File: config.mk
export PLATFORM = sky130hd
export DESIGN_NAME = padcs_seq
export DESIGN_NICKNAME = d
export VERILOG_FILES = /design/src/design/padcs_pkg.sv /design/src/design/padcs_filter.sv /design/src/design/padcs_seq.sv
export VERILOG_INCLUDE_DIRS = /design/src /design/src/design
export SDC_FILE = /design/constraint.sdc
export NUM_CORES = 1
export LEC_CHECK = 0
export ABC_CLOCK_PERIOD_IN_PS = 3700
export CAP_MARGIN = 20
export CORE_AREA = 5 5 136 138
export DETAILED_ROUTE_END_ITERATION = 10
export DIE_AREA = 0 0 141 143
export DONT_BUFFER_PORTS = 1
export SLEW_MARGIN = 20
export SYNTH_ARGS = -nofsm -noshare
export SYNTH_HDL_FRONTEND = slang
export SYNTH_HIERARCHICAL = 1
export SYNTH_SLANG_ARGS = --single-unit
File: constraint.sdc
create_clock -name clk -period 3.7 [get_ports clk]
set_input_delay 0 -clock clk [delete_from_list [all_inputs] [get_ports clk]]
set_output_delay 0 -clock clk [all_outputs]
set_load 0.005 [all_outputs]
File: src/design/padcs_regs.svh
// Purpose: timing and field constants of the peak acquisition sequencer
// Assumes: 50 MHz clock, 20 ns period
// Notes: cycle counts derive from the times in ns
`ifndef PADCS_REGS_SVH
`define PADCS_REGS_SVH
`define PADCS_CLK_PERIOD_NS 20
`define PADCS_SETTLE_NS 600
`define PADCS_CLEAR_NS 600
`define PADCS_DIGI_WIDE_NS 5700
`define PADCS_DIGI_NARROW_NS 2800
`define PADCS_SETTLE_CYC ((`PADCS_SETTLE_NS + `PADCS_CLK_PERIOD_NS - 1) / `PADCS_CLK_PERIOD_NS)
`define PADCS_CLEAR_CYC ((`PADCS_CLEAR_NS + `PADCS_CLK_PERIOD_NS - 1) / `PADCS_CLK_PERIOD_NS)
`define PADCS_DIGI_WIDE_CYC (`PADCS_DIGI_WIDE_NS / `PADCS_CLK_PERIOD_NS)
`define PADCS_DIGI_NARROW_CYC (`PADCS_DIGI_NARROW_NS / `PADCS_CLK_PERIOD_NS)
`define PADCS_SLIDE_MAX 12'hF00
`define PADCS_THR_STEP_POS 8
`define PADCS_THR_FINE_POS 1
`endif

File: src/design/padcs_pkg.sv
// Purpose: types of the peak acquisition sequencer
// Assumes: nothing beyond the constants header
// Notes: states are one-hot
package padcs_pkg;
   typedef enum logic [4:0] {
      PADCS_IDLE   = 5'h01,
      PADCS_ACQ    = 5'h02,
      PADCS_SETTLE = 5'h04,
      PADCS_DIGI   = 5'h08,
      PADCS_CLEAR  = 5'h10
   } padcs_state_t;
endpackage : padcs_pkg

File: src/design/padcs_filter.sv
// Purpose: acceptance check of one converted value
// Assumes: inputs are registered in the same clock domain
// Notes: combinational, one result per cycle
`timescale 1ns/10ps
`include "padcs_regs.svh"
module padcs_filter
   import padcs_pkg::*;
(
   input wire logic [11:0] raw,        // converter output before correction
   input wire logic [11:0] slide,      // sliding offset used for this conversion
   input wire logic slide_en,          // sliding correction on
   input wire logic ovf,               // converter overflow
   input wire logic [7:0] thr,         // channel low threshold
   input wire logic fine_step,         // threshold in 2-count steps
   input wire logic kill,              // channel killed
   output logic [11:0] value,          // corrected value
   output logic accept                 // value may be stored
);
   wire logic [11:0] corrected;
   wire logic slide_bad;
   wire logic [11:0] thr_coarse;
   wire logic [11:0] thr_fine;
   wire logic above;
   assign corrected = slide_en ? 12'(raw - slide) : raw;
   assign slide_bad = slide_en && (corrected > `PADCS_SLIDE_MAX);
   assign thr_coarse = {thr, 4'h0};
   assign thr_fine = {3'h0, thr, 1'h0};
   assign above = corrected >= (fine_step ? thr_fine : thr_coarse);
   assign value = corrected;
   assign accept = above && !ovf && !slide_bad && !kill;
endmodule : padcs_filter

File: src/design/padcs_seq.sv
// Purpose: sequences gate, settle, digitise and clear of all peak sections
// Assumes: gate and converter results come from outside this clock domain
// Notes: one converter result pair per channel pair; memory write is a strobe
`timescale 1ns/10ps
`include "padcs_regs.svh"
// Function
// - an asserted gate in idle starts acquisition, peaks track upward.
// - charge switches close only while the common gate is active.
// - one gate serves all 32 or 16 channels.
// - after the gate ends about 600 ns settle precede digitisation.
// - held peaks are not discharged until their conversion has finished.
// - two 12-bit converters digitise all channels within 5.7 us or 2.8 us.
// - after digitisation the clear output closes every discharge switch.
// - clear lasts about 600 ns and then the sequencer is idle again.
// - a value is written only if above threshold, not overflowed and not killed.
// - the converters use sliding-scale correction.
// - the slide offset is subtracted digitally; only 0 to 3840 is valid.
// - a value passes when it is greater than or equal to its threshold.
module padcs_seq
   import padcs_pkg::*;
#(
   parameter int CHANNELS = 32
) (
   input wire logic clk,                          // 50 MHz clock
   input wire logic rst_n,                        // asynchronous reset, active low
   input wire logic gate,                         // common gate pin
   input wire logic slide_en,                     // sliding-scale correction on
   input wire logic fine_step,                    // threshold in 2-count steps
   input wire logic [11:0] conv_a,                // block A converter data
   input wire logic [11:0] conv_b,                // block B converter data
   input wire logic ovf_a,                        // block A overflow
   input wire logic ovf_b,                        // block B overflow
   input wire logic [CHANNELS*8-1:0] thr_flat,    // 8-bit thresholds per channel
   input wire logic [CHANNELS-1:0] kill_mask,     // killed channels
   output logic charge_switch,                    // closes all charge switches
   output logic discharge_switch,                 // closes all discharge switches
   output logic [$clog2(CHANNELS/2)-1:0] mux_sel, // converter mux channel index
   output logic [11:0] slide,                     // sliding offset added before conversion
   output logic busy,                             // sequencer not idle
   output logic mem_we,                           // event memory write strobe
   output logic [$clog2(CHANNELS)-1:0] mem_ch,    // channel of the stored value
   output logic [11:0] mem_data                   // stored value
);
   localparam int HALF = CHANNELS / 2;
   localparam int DIGI_CYC = (CHANNELS > 16) ? `PADCS_DIGI_WIDE_CYC : `PADCS_DIGI_NARROW_CYC;
   localparam int SLOT_CYC = DIGI_CYC / HALF;
   localparam int CW = $clog2(HALF);
   // wide enough for the longest phase load, settle and clear
   localparam int TW = 9;

   // ----------------------------------------------------------------
   // input synchronisers
   // ----------------------------------------------------------------
   // the gate pin has no relation to clk, so it passes two flops first
   logic gate_s0;
   logic gate_s1;
   always_ff @(posedge clk or negedge rst_n) begin
      if (!rst_n) begin
         gate_s0 <= 1'b0;
         gate_s1 <= 1'b0;
      end else begin
         gate_s0 <= gate;
         gate_s1 <= gate_s0;
      end
   end

   // a converter word is taken whole; safe only because the converters
   // hold it still around the sample point, a moving word may tear
   logic [25:0] conv_s0;
   logic [25:0] conv_s1;
   always_ff @(posedge clk or negedge rst_n) begin
      if (!rst_n) begin
         conv_s0 <= 26'h0;
         conv_s1 <= 26'h0;
      end else begin
         conv_s0 <= {ovf_b, ovf_a, conv_b, conv_a};
         conv_s1 <= conv_s0;
      end
   end

   // ----------------------------------------------------------------
   // state machine
   // ----------------------------------------------------------------
   padcs_state_t state, next_state;
   logic [TW-1:0] timer;
   logic [CW-1:0] slot;
   logic half_sel;
   wire logic timer_done = (timer == TW'(0));
   wire logic slot_last = (slot == CW'(HALF - 1));

   always_comb begin
      next_state = state;
      case (state)
         PADCS_IDLE: begin
            if (gate_s1) next_state = PADCS_ACQ;
         end
         PADCS_ACQ: begin
            if (!gate_s1) next_state = PADCS_SETTLE;
         end
         PADCS_SETTLE: begin
            if (timer_done) next_state = PADCS_DIGI;
         end
         PADCS_DIGI: begin
            if (timer_done && slot_last && half_sel) next_state = PADCS_CLEAR;
         end
         PADCS_CLEAR: begin
            if (timer_done) next_state = PADCS_IDLE;
         end
         default: next_state = PADCS_IDLE;
      endcase
   end

   // one down counter times settle, digitise and clear; each ends when it reaches zero
   wire logic enter_settle = (state == PADCS_ACQ) && (next_state == PADCS_SETTLE);
   wire logic settle_end = (state == PADCS_SETTLE) && timer_done;
   wire logic digi_tick = (state == PADCS_DIGI) && timer_done;
   logic [TW-1:0] next_timer;
   logic [CW-1:0] next_slot;
   logic next_half_sel;

   always_comb begin
      next_timer = timer;
      next_slot = slot;
      next_half_sel = half_sel;
      if (enter_settle) begin
         next_timer = TW'(`PADCS_SETTLE_CYC - 1);
      end else if (settle_end) begin
         next_timer = TW'(SLOT_CYC - 1);
         next_slot = CW'(0);
         next_half_sel = 1'b0;
      end else if (digi_tick) begin
         // each slot yields two results; store block A then block B
         // the block B cycle counts as part of the next slot's period
         if (!half_sel) begin
            next_half_sel = 1'b1;
            next_timer = TW'(0);
         end else if (slot_last) begin
            next_timer = TW'(`PADCS_CLEAR_CYC - 1);
         end else begin
            next_half_sel = 1'b0;
            next_slot = slot + CW'(1);
            next_timer = TW'(SLOT_CYC - 2);
         end
      end else if (!timer_done) begin
         next_timer = timer - TW'(1);
      end
   end

   always_ff @(posedge clk or negedge rst_n) begin
      if (!rst_n) begin
         state <= PADCS_IDLE;
         timer <= TW'(0);
         slot <= CW'(0);
         half_sel <= 1'b0;
      end else begin
         state <= next_state;
         timer <= next_timer;
         slot <= next_slot;
         half_sel <= next_half_sel;
      end
   end

   // ----------------------------------------------------------------
   // acceptance of converted values
   // ----------------------------------------------------------------
   // block A carries the lower half of the channels, block B the upper half
   wire logic [$clog2(CHANNELS)-1:0] cur_ch = half_sel ? {1'b1, slot} : {1'b0, slot};
   wire logic [11:0] cur_raw = half_sel ? conv_s1[23:12] : conv_s1[11:0];
   wire logic cur_ovf = half_sel ? conv_s1[25] : conv_s1[24];
   wire logic [7:0] cur_thr = thr_flat[cur_ch*8 +: 8];
   wire logic [11:0] f_value;
   wire logic f_accept;

   padcs_filter u_filter (
      .raw(cur_raw),
      .slide(slide),
      .slide_en(slide_en),
      .ovf(cur_ovf),
      .thr(cur_thr),
      .fine_step(fine_step),
      .kill(kill_mask[cur_ch]),
      .value(f_value),
      .accept(f_accept)
   );

   wire logic sample = digi_tick;
   wire logic next_charge = (next_state == PADCS_ACQ);
   // the capacitors discharge only once the last block B word is taken,
   // so no held peak is lost before its conversion is stored
   wire logic next_discharge = (next_state == PADCS_CLEAR);
   wire logic next_busy = (next_state != PADCS_IDLE);
   wire logic next_mem_we = sample && f_accept;
   // new offset per event so equal levels land in different code ranges
   wire logic slide_step = (state == PADCS_CLEAR) && timer_done && slide_en;
   wire logic [11:0] next_slide = slide_step ? slide + 12'h001 : slide;


   // ----------------------------------------------------------------
   // outputs
   // ----------------------------------------------------------------
   always_ff @(posedge clk or negedge rst_n) begin
      if (!rst_n) begin
         charge_switch <= 1'b0;
         discharge_switch <= 1'b0;
         mux_sel <= CW'(0);
         slide <= 12'h000;
         busy <= 1'b0;
         mem_we <= 1'b0;
         mem_ch <= '0;
         mem_data <= 12'h000;
      end else begin
         charge_switch <= next_charge;
         discharge_switch <= next_discharge;
         mux_sel <= slot;
         busy <= next_busy;
         mem_we <= next_mem_we;
         mem_ch <= cur_ch;
         mem_data <= f_value;
         slide <= next_slide;
      end
   end
endmodule : padcs_seq

==> flow_metrics.py <==
metrics = {
    "floorplanning": {
        "core-area_mm2": 0.0171,
        "die_h_um": 143,
        "die_x_um": 141,
        "fp-row-count": 48,
        "dieArea_mm2": 0.0202,
        "io_pins": 356,
        "start_util_pct": 42.2,
    },
    "critical_path": {
        "crit_start": "half_sel",
        "critPathMaxFanout": 5,
        "worstReg2RegStart": "half_sel",
        "setup.worst_path.class": "flip-flop to flip-flop",
        "cp_slowest_cell": "dfrtp_2",
        "crit_path_end_kind": "flip-flop",
        "critPathArrivalTime_ps": 3870,
        "cp_slowest_stage_delay_ps": 460,
        "crit_chain": "buf_6 -> mux2_4 -> ha_4 -> a21o_1 -> a211o_1 -> o22a_1 -> a21boi_0 -> xnor2_1 -> mux2_2 -> ha_1 -> a22o_1 -> nor4_2 -> a311oi_1 -> and3_1",
        "start_kind": "flip-flop",
        "cp_data_required_time_ps": 3950,
    },
    "cts": {
        "cts.root.buffer_cell": "clkbuf_16",
        "clock_sinks": 106,
        "cts_tree": "yes",
        "cts_buffer_depth": 2,
        "htreeDepth": 3,
        "path_clk_slew_ps": 80,
        "cts_buffers": 9,
        "clkLatencyLatePin_ps": 360,
    },
    "yosys": {
        "synth_top_family_by_area": "multiplexers",
        "synth_ff_type": "dfrtp_1",
        "synth_compound_area_share_pct": 13.0,
        "synth_xor_area_share_pct": 3.17,
        "synthSimpleGateAreaFrac_pct": 10.9,
        "synth-seq-cells": 106,
        "synth.avg_cell_area_um2": 12.0,
        "postSynthCellCount": 599,
        "synth_area_mm2": 0.00719,
        "async_flop_share_pct": 100,
        "synth_fp_nets": 945,
        "synth_edf_count": 0,
        "ys_types": 73,
        "synthMuxAreaShare_pct": 26.5,
        "synth_fa_ha_area_share_pct": 4.80,
        "ys_seq_area_share_pct": 36.9,
        "yosysWarnings": 6,
    },
    "placed_design": {
        "io_buffers": 0,
        "postPlaceCellArea_mm2": 0.00757,
        "place_inst": 826,
        "pre_cts_ws_ps": -557,
        "dp_hpwl_um": 21800,
        "place_congestion": 1.01,
    },
    "worst_hold_path": {
        "worstHoldStart": "slide_en",
        "hold_class": "primary input to flip-flop",
    },
    "routing": {
        "first_iter_violations": 480,
        "num_vias": 5874,
        "wl_um": 27400,
        "drcViolationCount": 0,
        "detail-route-antenna-nets": 0,
        "wl_per_cell_um": 30.3,
        "first_pass_iters": 5,
        "via_per_inst": 6.50,
    },
    "sta": {
        "hold_ws_ps": 21.4,
        "tightest_slew_ps": 763,
        "setup_slack_ps": 79.8,
        "fmax_mhz": 276,
        "min_period_over_period_pct": 97.8,
        "fin_skew_ps": 11.0,
        "setup_viol": 0,
        "finalHoldViolations": 0,
        "slew_violations": 0,
        "rsz0062_at_grt": "true",
        "slew_headroom_pct": 47.9,
        "min_period_ps": 3620,
    },
    "run_status": {
        "status": "finished clean",
    },
    "layout": {
        "nNetsFinal": 1014,
        "final_common_cell": "dfrtp_1",
        "postLayoutCellArea_mm2": 0.00877,
        "multi_input_area_mm2": 0.00449,
        "final_cells": 903,
        "layout_common_cells": "dfrtp_1, buf_4, mux4_2",
        "drive_gt1_share_pct": 30.0,
        "area.sequential_mm2": 0.00266,
        "synthToLayoutAreaGrowth_pct": 22.0,
        "fillCellCount": 1511,
    },
    "power": {
        "p_leak_nw": 3.25,
        "powerDensity_mw_per_mm2": 351,
        "power_mw": 3.08,
        "ir_drop_mv": 0.244,
    },
    "grt": {
        "antenna_found_initial": 7,
        "overflow": 0,
        "grt_util_all_layers_pct": 25.5,
        "grt_max_degree": 107,
        "grt_pass1_vias": 5860,
        "grt_first_pass_wirelength_um": 38100,
    },
    "flow_run": {
        "drv_cap": 0,
    },
}
==> stage by stage <==
stage	TNS (ps)	util, %
global route	-76.6	51.4
floorplan	0	-
detailed placement	-557	44.4
CTS	0	49.5
global placement	-560	44.4
finish	0	51.4
==> report_power, final <==
group	switching, mW	internal, mW
Clock	0.503	0.487
Combinational	0.322	0.351
Sequential	0.144	1.27
==> sequential cells by signal, summed over array words and instances (netlist names) <==
signal / cells
conv_s0: 26
conv_s1: 26
mem_data: 12
slide: 12
timer: 9
mem_ch: 5
state: 5
slot: 4
busy: 1
charge_switch: 1
discharge_switch: 1
gate_s0: 1
gate_s1: 1
half_sel: 1
mem_we: 1
==> final cells by class <==
| type | count | area share [%] |
|---|---|---|
| inverters | 19 | 0.813 |
| flip-flops and latches | 106 | 30.3 |
| diodes | 5 | 0.143 |
| well taps | 225 | 3.21 |
| clock inverters | 7 | 1.07 |
| repair buffers | 103 | 10.7 |
| clock buffers | 9 | 2.57 |
| multi-input cells | 429 | 51.2 |
==> metal layers <==
metal,GRT usage [%],wire (µm),share of wire [%]
met1,32.4,10400,38
met3,8.64,2700,9.8
met2,41.6,13500,49
met4,7.45,688,2.5
met5,0,47,0.17
==> synthesized netlist by cell type, drive strengths merged (10+ instances only) <==
master | count | area, µm²
clkbuf | 17 | 63.8
xnor2 | 15 | 131
o22ai | 10 | 62.6
nand3 | 12 | 60.1
ha | 26 | 325
buf | 28 | 205
nor3 | 10 | 55.1
mux2i | 41 | 410
dfrtp | 105 | 2630
inv | 19 | 71.3
mux4 | 55 | 1240
a21oi | 35 | 175
nand2 | 18 | 67.6
nor2 | 23 | 88.8
a22oi | 14 | 105
mux2 | 22 | 251
xor2 | 11 | 96.3
==> cells by family after synthesis <==
logic type / Yosys count
AND/OR/NAND/NOR: 125
multiplexers: 118
adder cells (fa/ha/maj): 27
AO/OA/AOI/OAI: 133
buffers and inverters: 64
XOR/XNOR: 26
flip-flops: 106
==> timing repair <==
action	in CTS	in global routing
setup endpoints to repair	1	1
cloned	0	1
pin swaps	2	27
gates resized for setup	14	36
buffers inserted	5	11
hold endpoints to repair	147	0
hold buffers	40	0
==> critical path, delay by kind of cell, from the launching register on <==
family / cells / cell delay (ps)
and+or+nand+nor: 2 / 460
muxes: 2 / 610
AOI/OAI and AO/OA: 6 / 1260
xor gates and xnor gates: 1 / 120
buffers and inverters: 1 / 130
DFF: 1 / 460
adders and majority gates: 2 / 480
==> path summary, 6_finish.rpt <==
kind | to | slack, ps | depth (start not counted)
setup / recovery | mem_we | 80 | 14
min in group asynchronous | conv_s0[11] | 220 | 2
hold reg to reg | conv_s1[7] | 350 | 0
setup reg to reg | mem_we | 80 | 14
max in group asynchronous | slot[0] | 3010 | 2
hold / removal | slide[2] | 20 | 3
Note: power is estimated with default switching activity, not from simulation.
